--- src/design/ccadc_pkg.sv ---
package ccadc_pkg;

  // register byte addresses
  localparam logic [7:0] ADDR_CMD        = 8'h00;
  localparam logic [7:0] ADDR_CNT_CTRL   = 8'h04;
  localparam logic [7:0] ADDR_CAL_CFG    = 8'h08;
  localparam logic [7:0] ADDR_EM_CTRL    = 8'h0C;
  localparam logic [7:0] ADDR_STATUS     = 8'h10;
  localparam logic [7:0] ADDR_STAT_MASK  = 8'h14;
  localparam logic [7:0] ADDR_MODE       = 8'h18;
  localparam logic [7:0] ADDR_CONV_FORCE = 8'h1C;
  localparam logic [7:0] ADDR_ADC_CTRL   = 8'h20;
  localparam logic [7:0] ADDR_CNT_A_HI   = 8'h24;
  localparam logic [7:0] ADDR_CNT_A_LO   = 8'h28;
  localparam logic [7:0] ADDR_CNT_B0_HI  = 8'h2C;
  localparam logic [7:0] ADDR_CNT_B0_LO  = 8'h30;
  localparam logic [7:0] ADDR_CNT_B2_HI  = 8'h34;
  localparam logic [7:0] ADDR_CNT_B2_LO  = 8'h38;
  localparam logic [7:0] ADDR_CNT_C_HI   = 8'h3C;
  localparam logic [7:0] ADDR_CNT_C_LO   = 8'h40;
  localparam logic [7:0] ADDR_AVG_HI     = 8'h44;
  localparam logic [7:0] ADDR_AVG_LO     = 8'h48;
  localparam logic [7:0] ADDR_MIN_HI     = 8'h4C;
  localparam logic [7:0] ADDR_MIN_LO     = 8'h50;
  localparam logic [7:0] ADDR_MAX_HI     = 8'h54;
  localparam logic [7:0] ADDR_MAX_LO     = 8'h58;
  localparam logic [7:0] ADDR_TEMP_HI    = 8'h5C;
  localparam logic [7:0] ADDR_TEMP_LO    = 8'h60;

  // command register bits
  localparam int CMD_CAL_START = 0;
  localparam int CMD_CNT_CLR   = 1;
  localparam int CMD_ADC_CLEAR_CMD   = 2;

  // counter control fields
  localparam int CTL_EN     = 0;
  localparam int CTL_PRE_LO = 1;
  localparam int CTL_TH_LO  = 4;
  // calibration config fields
  localparam int CAL_SEL_LO = 0;
  localparam int CAL_REQ_LO = 2;
  localparam int CAL_LVL_LO = 10;
  // sleep control fields
  localparam int EM_SEL_LO  = 0;
  localparam int EM_CRS_LO  = 2;
  // adc control
  localparam int ADC_TAU_LO = 0;
  // status / mask bit
  localparam int ST_FULL    = 0;

  localparam int CNT_W   = 16;
  localparam int ADC_W   = 12;
  localparam int PRE_MAX = 8;
  localparam logic [ADC_W-1:0] MIN_RESET = 12'hFFF;
  localparam logic [ADC_W-1:0] MAX_RESET = 12'h000;

  // energy mode encodings
  typedef enum logic [1:0] {
    EM_ACTIVE = 2'h0,
    EM_LOWPWR = 2'h1,
    EM_DEEP   = 2'h2
  } ccadc_em_e;

  // supply configuration strap
  typedef enum logic [1:0] {
    CFG_NORMAL  = 2'h0,
    CFG_SC_BOOST = 2'h1,
    CFG_BOOTSTRAP = 2'h2
  } ccadc_cfg_e;

  // pulse inputs per output
  typedef struct packed {
    logic pulseA;
    logic pulseB;
    logic pulseC;
    logic ldoCActive; // ldo c carries load in parallel mode
    logic parallelMode;
  } ccadc_pulse_s;

  // one adc conversion result
  typedef struct packed {
    logic             valid;
    logic [ADC_W-1:0] volt;
    logic [ADC_W-1:0] temp;
  } ccadc_adc_s;

endpackage

--- src/design/ccadc_top.sv ---
// Our own choices: the placing of the registers and the APB interface to the registers.
`timescale 1ns/1ps
module ccadc_top
  import ccadc_pkg::*;
(
  // clock and reset
  input  wire logic         clk_sys,
  input  wire logic         rst_n,
  // apb slave
  input  wire logic         psel,
  input  wire logic         penable,
  input  wire logic         pwrite,
  input  wire logic [7:0]   paddr,
  input  wire logic [31:0]  pwdata,
  output logic              pready,
  output logic [31:0]       prdata,
  output logic              pslverr,
  // measurement inputs
  input  wire ccadc_pulse_s pulses,
  input  wire logic         calTick,
  input  wire ccadc_adc_s   adcIn,
  input  wire logic [1:0]   convAModeIn,
  input  wire logic [1:0]   convBModeIn,
  input  wire logic         singleCell,
  input  wire ccadc_cfg_e   supplyCfg,
  input  wire logic         supplyAbove2v5,
  // power and status outputs
  output logic              convEnable,
  output logic [2:0]        coarseEnable,
  output logic              adcEnable,
  output logic              adcSelSupplyA,
  output logic [1:0]        calLoadSel,
  output logic [2:0]        calLoadLevel,
  output logic [1:0]        convAModeForce,
  output logic [1:0]        convBModeForce,
  output logic              irqReq
);

  // register state
  logic [7:0]       ctlR;
  logic [12:0]      calCfgR;
  logic [4:0]       emCtlR;
  logic [3:0]       forceR;
  logic [2:0]       tauR;
  logic             fullR, unmaskR;
  logic [CNT_W-1:0] cntA_r, cntB0_r, cntB2_r, cntC_r;
  logic [15:0]      preA_r, preB_r, preC_r;
  logic [ADC_W-1:0] avgR, minR, maxR, tempR;
  logic [ADC_W+7:0] avgAcc_r;
  logic [7:0]       shadowR;
  logic             adcClrPend_r;
  logic             calBusy_r;
  logic [7:0]       calPulses_r;
  logic [1:0]       emR;

  // bus decode
  logic acc, wr, rd;
  assign acc = psel & penable;
  assign wr  = acc & pwrite;
  assign rd  = acc & ~pwrite;
  assign pready  = 1'b1;

  // prescaler field value
  logic [2:0] pre;
  assign pre = ctlR[CTL_PRE_LO +: 3];

  // step divider: 2^(16-2p) raw pulses per count
  function automatic logic [15:0] stepMask(input logic [2:0] p);
    logic [4:0] sh;
    sh = 5'd16 - {p, 1'b0};
    if (int'(p) >= PRE_MAX) stepMask = 16'h0000;
    else stepMask = 16'((32'h1 << sh) - 32'h1);
  endfunction

  // full threshold level in counts
  function automatic logic [CNT_W-1:0] thrLevel(input logic [1:0] t);
    case (t)
      2'h0:    thrLevel = 16'h8000;
      2'h1:    thrLevel = 16'hA000;
      2'h2:    thrLevel = 16'hC000;
      default: thrLevel = 16'hDEB8;
    endcase
  endfunction

  // prescaler tick: true when this pulse completes a count step
  function automatic logic stepDone(input logic [15:0] cnt,
                                    input logic [15:0] m);
    stepDone = (cnt & m) == m;
  endfunction

  // prescaler next value: wraps to zero on a completed step
  function automatic logic [15:0] stepNext(input logic [15:0] cnt,
                                           input logic [15:0] m);
    stepNext = stepDone(cnt, m) ? 16'h0000 : cnt + 16'h0001;
  endfunction

  // true while the bus addresses either half of a result pair
  function automatic logic pairSel(input logic s, input logic [7:0] a,
                                   input logic [7:0] hi,
                                   input logic [7:0] lo);
    pairSel = s && (a == hi || a == lo);
  endfunction

  // requested energy mode is filtered by supply configuration
  logic deepOk, deep, counting;
  assign deepOk = (supplyCfg == CFG_SC_BOOST) ? 1'b0 :
                  (supplyCfg == CFG_BOOTSTRAP) ? supplyAbove2v5 : 1'b1;
  assign deep = (emR == EM_DEEP);
  assign counting = ctlR[CTL_EN] & ~deep & ~calBusy_r;

  // energy mode register
  always_ff @(posedge clk_sys) begin
    if (!rst_n) emR <= EM_ACTIVE;
    else if (emCtlR[EM_SEL_LO +: 2] == EM_DEEP && !deepOk) emR <= EM_LOWPWR;
    else emR <= ccadc_em_e'(emCtlR[EM_SEL_LO +: 2]);
  end

  // power gating outputs
  always_ff @(posedge clk_sys) begin
    if (!rst_n) begin
      convEnable   <= 1'b1;
      coarseEnable <= 3'h0;
      adcEnable    <= 1'b1;
    end else begin
      convEnable   <= ~deep;
      coarseEnable <= deep ? emCtlR[EM_CRS_LO +: 3] : 3'h0;
      adcEnable    <= ~deep;
    end
  end

  // calibration and converter control outputs
  always_ff @(posedge clk_sys) begin
    if (!rst_n) begin
      calLoadSel     <= 2'h0;
      calLoadLevel   <= 3'h0;
      convAModeForce <= 2'h0;
      convBModeForce <= 2'h0;
      adcSelSupplyA  <= 1'b0;
      irqReq         <= 1'b0;
    end else begin
      calLoadSel     <= calCfgR[CAL_SEL_LO +: 2];
      calLoadLevel   <= calBusy_r ? calCfgR[CAL_LVL_LO +: 3] : 3'h0;
      convAModeForce <= forceR[1:0];
      convBModeForce <= forceR[3:2];
      adcSelSupplyA  <= singleCell;
      irqReq         <= fullR & unmaskR & ~deep;
    end
  end

  // software-written registers
  always_ff @(posedge clk_sys) begin
    if (!rst_n) begin
      ctlR    <= 8'h00;
      calCfgR <= 13'h0000;
      emCtlR  <= 5'h00;
      forceR  <= 4'h0;
      tauR    <= 3'h0;
      unmaskR <= 1'b0;
    end else if (wr) begin
      case (paddr)
        ADDR_CNT_CTRL:   ctlR    <= pwdata[7:0];
        ADDR_CAL_CFG:    calCfgR <= pwdata[12:0];
        ADDR_EM_CTRL:    emCtlR  <= pwdata[4:0];
        ADDR_CONV_FORCE: forceR  <= pwdata[3:0];
        ADDR_ADC_CTRL:   tauR    <= pwdata[2:0];
        ADDR_STAT_MASK:  unmaskR <= pwdata[ST_FULL];
        default:         ;
      endcase
    end
  end

  // command strobes
  logic cmdWr, calStart, cntClr, adcClr;
  assign cmdWr    = wr && paddr == ADDR_CMD;
  assign calStart = cmdWr & pwdata[CMD_CAL_START];
  assign cntClr   = cmdWr & pwdata[CMD_CNT_CLR];
  assign adcClr   = cmdWr & pwdata[CMD_ADC_CLEAR_CMD];

  // selected pulse stream for calibration
  logic calPulse;
  always_comb begin
    case (calCfgR[CAL_SEL_LO +: 2])
      2'h0:    calPulse = pulses.pulseA;
      2'h1:    calPulse = pulses.pulseB;
      default: calPulse = pulses.pulseC;
    endcase
  end

  // calibration sequencer
  always_ff @(posedge clk_sys) begin
    if (!rst_n) begin
      calBusy_r   <= 1'b0;
      calPulses_r <= 8'h00;
    end else if (calStart && !deep) begin
      calBusy_r   <= 1'b1;
      calPulses_r <= 8'h00;
    end else if (calBusy_r && calPulse) begin
      calPulses_r <= calPulses_r + 8'h01;
      if (calPulses_r + 8'h01 >= calCfgR[CAL_REQ_LO +: 8])
        calBusy_r <= 1'b0;
    end
  end

  // pulse crediting, parallel mode split
  logic creditA, creditC, creditB0, creditB2;
  assign creditA  = counting & pulses.pulseA &
                    ~(pulses.parallelMode & pulses.ldoCActive);
  assign creditC  = counting & (pulses.pulseC |
                    (pulses.pulseA & pulses.parallelMode &
                     pulses.ldoCActive));
  assign creditB0 = counting & pulses.pulseB & (emR == EM_ACTIVE);
  assign creditB2 = counting & pulses.pulseB & (emR == EM_LOWPWR);

  // prescaled counters; calibration retasks output_c pair
  logic [15:0] msk;
  assign msk = stepMask(pre);
  always_ff @(posedge clk_sys) begin
    if (!rst_n || cntClr) begin
      cntA_r <= '0; cntB0_r <= '0; cntB2_r <= '0; cntC_r <= '0;
      preA_r <= '0; preB_r <= '0; preC_r <= '0;
    end else if (calStart && !deep) begin
      cntC_r <= '0;
    end else if (calBusy_r) begin
      if (calTick) cntC_r <= cntC_r + 16'h0001;
    end else begin
      if (creditA) begin
        preA_r <= stepNext(preA_r, msk);
        if (stepDone(preA_r, msk)) cntA_r <= cntA_r + 16'h0001;
      end
      if (creditB0 | creditB2) begin
        preB_r <= stepNext(preB_r, msk);
        if (stepDone(preB_r, msk)) begin
          if (creditB0) cntB0_r <= cntB0_r + 16'h0001;
          else          cntB2_r <= cntB2_r + 16'h0001;
        end
      end
      if (creditC) begin
        preC_r <= stepNext(preC_r, msk);
        if (stepDone(preC_r, msk)) cntC_r <= cntC_r + 16'h0001;
      end
    end
  end

  // fill flag, set wins over clear
  logic [CNT_W-1:0] thr;
  logic fullHit;
  assign thr = thrLevel(ctlR[CTL_TH_LO +: 2]);
  assign fullHit = ~calBusy_r & ((cntA_r >= thr) | (cntB0_r >= thr) |
                   (cntB2_r >= thr) | (cntC_r >= thr));
  always_ff @(posedge clk_sys) begin
    if (!rst_n) fullR <= 1'b0;
    else if (fullHit) fullR <= 1'b1;
    else if (wr && paddr == ADDR_STATUS && pwdata[ST_FULL]) fullR <= 1'b0;
  end

  // adc results; addressed register pair is frozen
  logic conv, lockAvg, lockMin, lockMax, lockTemp;
  logic [ADC_W+7:0] accNext;
  assign conv = adcIn.valid & ~deep;
  assign lockAvg  = pairSel(psel, paddr, ADDR_AVG_HI, ADDR_AVG_LO);
  assign lockMin  = pairSel(psel, paddr, ADDR_MIN_HI, ADDR_MIN_LO);
  assign lockMax  = pairSel(psel, paddr, ADDR_MAX_HI, ADDR_MAX_LO);
  assign lockTemp = pairSel(psel, paddr, ADDR_TEMP_HI, ADDR_TEMP_LO);
  assign accNext  = avgAcc_r - (avgAcc_r >> tauR) +
                    ({8'h00, adcIn.volt} << (5'd8 - {2'b00, tauR}) >> 0);

  // adc clear pending flag, set wins over consume
  always_ff @(posedge clk_sys) begin
    if (!rst_n) adcClrPend_r <= 1'b1;
    else if (adcClr) adcClrPend_r <= 1'b1;
    else if (conv) adcClrPend_r <= 1'b0;
  end

  // iir accumulator holds avg scaled by 2^8
  always_ff @(posedge clk_sys) begin
    if (!rst_n) avgAcc_r <= '0;
    else if (conv && adcClrPend_r && !adcClr)
      avgAcc_r <= {adcIn.volt, 8'h00};
    else if (conv) avgAcc_r <= accNext;
  end

  // visible result registers
  always_ff @(posedge clk_sys) begin
    if (!rst_n) begin
      avgR <= '0; minR <= MIN_RESET; maxR <= MAX_RESET; tempR <= '0;
    end else if (conv) begin
      if (!lockTemp) tempR <= adcIn.temp;
      if (adcClrPend_r && !adcClr) begin
        if (!lockAvg) avgR <= adcIn.volt;
        if (!lockMin) minR <= adcIn.volt;
        if (!lockMax) maxR <= adcIn.volt;
      end else begin
        if (!lockAvg) avgR <= accNext[ADC_W+7:8];
        if (!lockMin && adcIn.volt < minR) minR <= adcIn.volt;
        if (!lockMax && adcIn.volt > maxR) maxR <= adcIn.volt;
      end
    end
  end

  // upper-part read captures the lower byte
  always_ff @(posedge clk_sys) begin
    if (!rst_n) shadowR <= 8'h00;
    else if (rd) begin
      case (paddr)
        ADDR_AVG_HI:  shadowR <= avgR[7:0];
        ADDR_MIN_HI:  shadowR <= minR[7:0];
        ADDR_MAX_HI:  shadowR <= maxR[7:0];
        ADDR_TEMP_HI: shadowR <= tempR[7:0];
        default:      ;
      endcase
    end
  end

  // read mux, registered
  always_ff @(posedge clk_sys) begin
    if (!rst_n) begin
      prdata  <= 32'h0000_0000;
      pslverr <= 1'b0;
    end else if (psel && !penable) begin
      pslverr <= 1'b0;
      case (paddr)
        ADDR_CMD:        prdata <= {31'h0, calBusy_r};
        ADDR_CNT_CTRL:   prdata <= {24'h0, ctlR};
        ADDR_CAL_CFG:    prdata <= {19'h0, calCfgR};
        ADDR_EM_CTRL:    prdata <= {27'h0, emCtlR};
        ADDR_STATUS:     prdata <= {31'h0, fullR};
        ADDR_STAT_MASK:  prdata <= {31'h0, unmaskR};
        ADDR_MODE:       prdata <= {27'h0, singleCell,
                                    convBModeIn, convAModeIn};
        ADDR_CONV_FORCE: prdata <= {28'h0, forceR};
        ADDR_ADC_CTRL:   prdata <= {29'h0, tauR};
        ADDR_CNT_A_HI:   prdata <= {24'h0, cntA_r[15:8]};
        ADDR_CNT_A_LO:   prdata <= {24'h0, cntA_r[7:0]};
        ADDR_CNT_B0_HI:  prdata <= {24'h0, cntB0_r[15:8]};
        ADDR_CNT_B0_LO:  prdata <= {24'h0, cntB0_r[7:0]};
        ADDR_CNT_B2_HI:  prdata <= {24'h0, cntB2_r[15:8]};
        ADDR_CNT_B2_LO:  prdata <= {24'h0, cntB2_r[7:0]};
        ADDR_CNT_C_HI:   prdata <= {24'h0, cntC_r[15:8]};
        ADDR_CNT_C_LO:   prdata <= {24'h0, cntC_r[7:0]};
        ADDR_AVG_HI:     prdata <= {28'h0, avgR[11:8]};
        ADDR_MIN_HI:     prdata <= {28'h0, minR[11:8]};
        ADDR_MAX_HI:     prdata <= {28'h0, maxR[11:8]};
        ADDR_TEMP_HI:    prdata <= {28'h0, tempR[11:8]};
        ADDR_AVG_LO, ADDR_MIN_LO,
        ADDR_MAX_LO, ADDR_TEMP_LO:
                         prdata <= {24'h0, shadowR};
        default: begin
          prdata  <= 32'h0000_0000;
          pslverr <= 1'b1;
        end
      endcase
    end
  end

endmodule

--- config.mk ---
export PLATFORM = sky130hd
export DESIGN_NAME = ccadc_top
export DESIGN_NICKNAME = d
export VERILOG_FILES = /design/src/design/ccadc_pkg.sv /design/src/design/ccadc_top.sv
export SDC_FILE = /design/constraint.sdc
export NUM_CORES = 1
export LEC_CHECK = 0
export BUFFER_PORTS_ARGS = -buffer_cell sky130_fd_sc_hd__clkbuf_2
export CORE_MARGIN = 4
export CORE_UTILIZATION = 40
export DETAILED_ROUTE_END_ITERATION = 16
export HOLD_SLACK_MARGIN = 0.05
export PLACE_DENSITY = 0.64
export SYNTH_ARGS = -nofsm -noshare
export SYNTH_HDL_FRONTEND = slang
export SYNTH_SLANG_ARGS = --single-unit
--- constraint.sdc ---
create_clock -name clk_sys -period 10.4 [get_ports clk_sys]
set_clock_uncertainty 0.15 [all_clocks]
set_input_delay 1.56 -clock clk_sys [delete_from_list [all_inputs] [get_ports clk_sys]]
set_output_delay 1.56 -clock clk_sys [all_outputs]
set_load 0.01 [all_outputs]
# --- After elaboration in Yosys (flattened, before gate mapping) ---
# Cells that the tools add are included.
word_totals:
  reg_bits: 283
  inputBits: 84
  output_inout_bits: 50
  wordCells: 235
classes:
  addsub: 13
  order_cmp: 7
  n_eq_ne: 38
  shifts: 3
  mux: 31
  bitwise_logic: 38
  n_reduce_logical: 69
ops:
  columns: ["op", "count"]
  rows:
  - ["13-bit one-hot mux with 22 select lines", 1]
  - ["16-bit by 1-bit adder with 16-bit output (second input constant)", 7]
  - ["16-bit two-way mux", 7]
  - ["12-bit two-way mux", 9]
  - ["8-bit by 7-bit equality test with 1-bit output (second input constant)", 9]
  - ["8-bit by 6-bit equality test with 1-bit output (second input constant)", 8]
  - ["16-bit >= comparator", 4]
  - ["16-bit AND", 3]
  - ["16-bit equality test", 3]
  - ["15-bit one-hot mux with 3 select lines", 1]
  - ["20-bit two-way mux", 2]
  - ["8-bit by 5-bit equality test with 1-bit output (second input constant)", 4]
  - ["8-bit one-hot mux with 4 select lines", 1]
  - ["25-bit OR reduction", 1]
  - ["2-bit AND reduction", 12]
  - ["1-bit AND", 21]
  - ["20-bit adder", 1]
  - ["12-bit by 5-bit left shift with 20-bit output", 1]
  - ["20-bit by 3-bit >> shifter with 20-bit output", 1]
  - ["20-bit subtractor", 1]
  - ["3-bit AND reduction", 6]
  - ["8-bit by 4-bit equality test with 1-bit output (second input constant)", 2]
  - ["1-bit logical AND", 16]
  - ["2-bit nonzero test", 8]
  - ["25 further kinds", 70]

# --- Longest topological paths before layout ---
depth:
  word_depth: 8
  depth_mapped: 23
  depth_no_buf: 19

# --- Worst setup path before layout ---
# Ideal clock, no wire load.
synth_timing:
  path_type: "reg-to-reg"
  start: "register tauR[0]"
  end: "register avgAcc_r[16]"
  arrival_ns: 5.145
  t_required_ns: 10.159
  slack_ns: 5.014
  path_stages_with_launch: 21
  path_cell_list: "dfxtp_1 -> buf_2 -> clkinv_1 -> clkbuf_1 -> ha_1 -> clkbuf_1 -> clkbuf_1 -> mux2i_1 -> a21oi_1 -> nand2_1 -> a21oi_1 -> fa_1 -> ha_1 -> or2_2 -> a21oi_1 -> a31oi_1 -> a221oi_1 -> o21bai_1 -> o21a_1 -> mux2_2 -> a311oi_1"
synth_via:
  elab_chain_len: 5
synth_rtl:
  columns: ["element", "line_no", "text"]
  rows:
  - ["start: declaration", "ccadc_top.sv:44", "logic [2:0] tauR;"]
  - ["start signal: assignment", "ccadc_top.sv:165", "ADDR_ADC_CTRL: tauR <= pwdata[2:0];"]
  - ["20-bit by 3-bit >> shifter with 20-bit output / 4-bit by 3-bit subtractor with 5-bit output (equally long branches)", "ccadc_top.sv:264, ccadc_top.sv:265", null]
  - ["20-bit subtractor / 12-bit by 5-bit left shift with 20-bit output (equally long branches)", "ccadc_top.sv:264, ccadc_top.sv:265", null]
  - ["20-bit adder (*)", "ccadc_top.sv:264", "assign accNext = avgAcc_r - (avgAcc_r >> tauR) +"]
  - ["20-bit two-way mux (*)", "ccadc_top.sv:279", "else if (conv) avgAcc_r <= accNext;"]
  - ["20-bit two-way mux (*)", "ccadc_top.sv:277", "else if (conv && adcClrPend_r && !adcClr)"]
  - ["end signal: assignment", "ccadc_top.sv:278", "avgAcc_r <= {adcIn.volt, 8'h00};"]
  - ["end signal: assignment", "ccadc_top.sv:279", null]
  - ["end: declaration", "ccadc_top.sv:49", "logic [ADC_W+7:0] avgAcc_r;"]
# Mark *: on every way between the ends. The rest lies on a longest branch, timed or not. The select of a mux whose other input is x is not followed.
# A chain may end at the register's enable or synchronous reset.

# --- Worst setup path after layout ---
# Same ends and word-level chain as after synthesis.

==> results.toml <==
[worst_setup_path]
path_max_fanout = 38
critical_path_required_ns = 10.68
ff2ff_setup_slack_ns = 3.54
endpoint_kind = "register"
critPathKind = "reg2reg"
critPathArrivalTime_ns = 7.14
start_kind = "register"

[floorplanning]
initial_core_util_pct = 40.7
std_cell_rows = 74
die_y_um = 212
fp.dieW_um = 212
boundaryPins = 134
coreArea_mm2 = 0.0410
die_area_mm2 = 0.0450

[clock_tree]
cts_tree = "built"
cts_resized = 0
cts_max_level = 2
cts_root_buffer = "clkbuf_16"
worstSkewPairLatency_ns = 0.53
path_clk_slew_ns = 0.06
cts_made_buffers = 34
clkSinkCount = 264
cts_max_path_buffers = 3
cts_setup_buffers = 0
ctsHoldBuffers = 0

[sta]
finalSetupViolCount = 0
hold_viol = 0
finalMaxSlewViolations = 0
period_share_pct = 66.0
whs_ns = 0.309
fmax_ghz = 0.146
maxSlewHeadroom_pct = 14.8
rsz0062_at_grt = "false"
finalCriticalPeriod_ns = 6.86
worst_pin_slew_ns = 1.27
finalSetupTns_ns = 0

[yosys]
synth.avg_cell_area_um2 = 7.97
yosysWarnings = 0
ys_seq_elements = 264
synth_top_family_by_area = "simple AND/OR/NAND/NOR gates"
async_reset_ff_share_pct = 0
synth.top_cell.area_share_pct = 31.7
seq_area_frac_synth_pct = 31.7
synth_xor_area_share_pct = 6.30
synth_edf_count = 0
synth_top_cell_by_area = "dfxtp_1"
synthFlopType = "dfxtp_1"
synthesis.area_mm2 = 0.0167
synth_compound_area_share_pct = 19.1
synthTopCellsByArea = "dfxtp_1, ha_1, nor2_1"
synthMuxAreaShare_pct = 5.51
syn-instance-count = 2093
yosysUniqueCellTypes = 72
synth-simple-area-share_pct = 20.9
synthAdderAreaFrac_pct = 10.2

[routing]
dr.pass1.iters = 6
wl_per_cell_um = 19.7
postRouteAntennaNets = 0
viasPerCell = 5.76
vias = 15500
drc_errors = 0
drt_wl_total_um = 53100
drtIter0Drc = 1470

[placement]
dp_cells = 2636
io_buffer_count = 94
hpwl_um = 39500
place_congestion = 0.990
place_area_mm2 = 0.0175

[min_path]
hold_path_class = "reg2reg"

[global_route]
grtUsageTotal_pct = 23.0
antenna_found_initial = 1
grt_pass1_wl_um = 82900
overflow = 0
grt_pass1_vias = 14600
grt_max_degree = 81

[finish]
num-fill-cells = 4063
layout-drive-gt1-share_pct = 9.47
area_delta_synth_final_pct = 11.6
stdcell_count = 2697
fin_area_mm2 = 0.0186
final_util_pct = 45.4
fin_nets = 2349

[power_and_ir_drop]
power_leakage_uw = 0.00722
power_density_mw_per_mm2 = 142
max-vdd-ir-drop_mv = 0.111

[status]
run_status = "finished, final reports clean"

[job]
drv_cap = 0
-- through the flow --
step | setup WS [ns] | power, uW
detailed placement | 3.69 | 1470
floorplan | 5.01 | 1350
CTS | 3.69 | 2660
global route | 3.13 | 2750
finish | 3.54 | 2640
global placement | 3.74 | 1470
-- registers in the layout (all words and copies together), names as in the netlist, 3 cells and up --
register and cells:
calPulses_r 8, maxR 12, cntC_r 16, prdata 13
tauR 3, preB_r 16, coarseEnable 3, forceR 4
cntB0_r 16, shadowR 8, emCtlR 5, tempR 12
avgAcc_r 20, calCfgR 13, minR 12, preC_r 16
cntA_r 16, cntB2_r 16, preA_r 16, avgR 12
ctlR 8, calLoadLevel 3
-- cells by family (layout without fill, tap and decap cells) --
group                      count (synthesis)  count (layout)
AOI/OAI and AO/OA                        498             498
xor gates and xnor gates                 120             120
adders and majority gates                125             125
buffers and inverters                    251             303
DFF                                      264             264
muxes                                     83              83
other                                      2              22
and+or+nand+nor                          750             750
-- critical path, stage by stage, from the launching register on --
cell and delay, ns:
dfxtp_1 0.30, buf_4 0.38, clkinv_1 0.79, ha_1 1.11, mux2_2 0.30, nor2_1 0.05
a21oi_1 0.20, nand2_1 0.11, a21oi_1 0.34, fa_1 0.48, ha_1 0.38, or2_2 0.31
a21oi_1 0.14, a31oi_1 0.10, a221oi_1 0.61, o21bai_1 0.26, o21a_1 0.22, mux2_2 0.25
a311oi_1 0.25
-- cells in the mapped netlist, drive strengths merged (5+ instances only) --
library cell  number
dfxtp            264
nor2             229
nand2            207
o21ai            132
inv              130
a21oi            128
ha               106
nand3             94
clkbuf            80
xnor2             69
mux2i             67
xor2              51
nor3              50
buf               40
o211ai            37
and3              32
nand4             31
a31oi             28
a21o              27
a22oi             21
fa                19
nor4              18
o22ai             18
or3               18
nor2b             17
and2              16
a211oi            15
a222oi            14
a221oi            13
nand2b            13
o21a              12
or2               11
mux2              10
a22o               7
a32oi              7
mux4               6
a2111oi            5
and4               5
or4                5
-- cell usage in the layout, fill, tap and decap left out, drive strengths merged, types with 32 or more instances in the layout --
cell type,netlist,final
mux2i,67,67
a21oi,128,128
clkbuf,80,142
o211ai,37,37
nor3,50,50
dfxtp,264,264
nand3,94,94
nand2,207,207
xor2,51,51
inv,130,133
o21ai,132,132
nor2,229,229
and3,32,32
ha,106,106
xnor2,69,69
-- routing by layer --
metal	wire [um]	track usage, %	vias up
met2	22700	34.9	630
li1	-	-	7478
met3	4740	4.97	90
met4	1690	7.18	2
met5	28	0	-
met1	24000	32.8	7345
-- path summary, 6_finish.rpt --
kind | startpoint | endpoint | depth (start not counted)
hold reg to reg | prdata[10]$_SDFFE_PN0P_ | prdata[10]$_SDFFE_PN0P_ | 2
setup reg to reg | tauR[0]$_SDFFE_PN0P_ | avgAcc_r[16]$_SDFFE_PN0P_ | 18
hold / removal | prdata[10]$_SDFFE_PN0P_ | prdata[10]$_SDFFE_PN0P_ | 2
setup / recovery | tauR[0]$_SDFFE_PN0P_ | avgAcc_r[16]$_SDFFE_PN0P_ | 18
-- power by group --
part | total (uW) | switching [uW] | internal [uW]
Clock | 1180 | 465 | 710
Sequential | 1050 | 19.2 | 1040
Combinational | 406 | 261 | 145
-- cell type report --
cell class	instances	area (um2)	share of cell area (%)
Tap cell	532	666	3.58
Timing Repair Buffer	112	606	3.25
Clock inverter	12	144	0.773
Antenna cell	1	2.50	0.0134
Clock buffer	48	975	5.24
Multi-Input combinational cell	1597	10400	56.1
Inverter	131	492	2.64
Sequential cell	264	5290	28.4
Power figures use the tool's default switching activity.
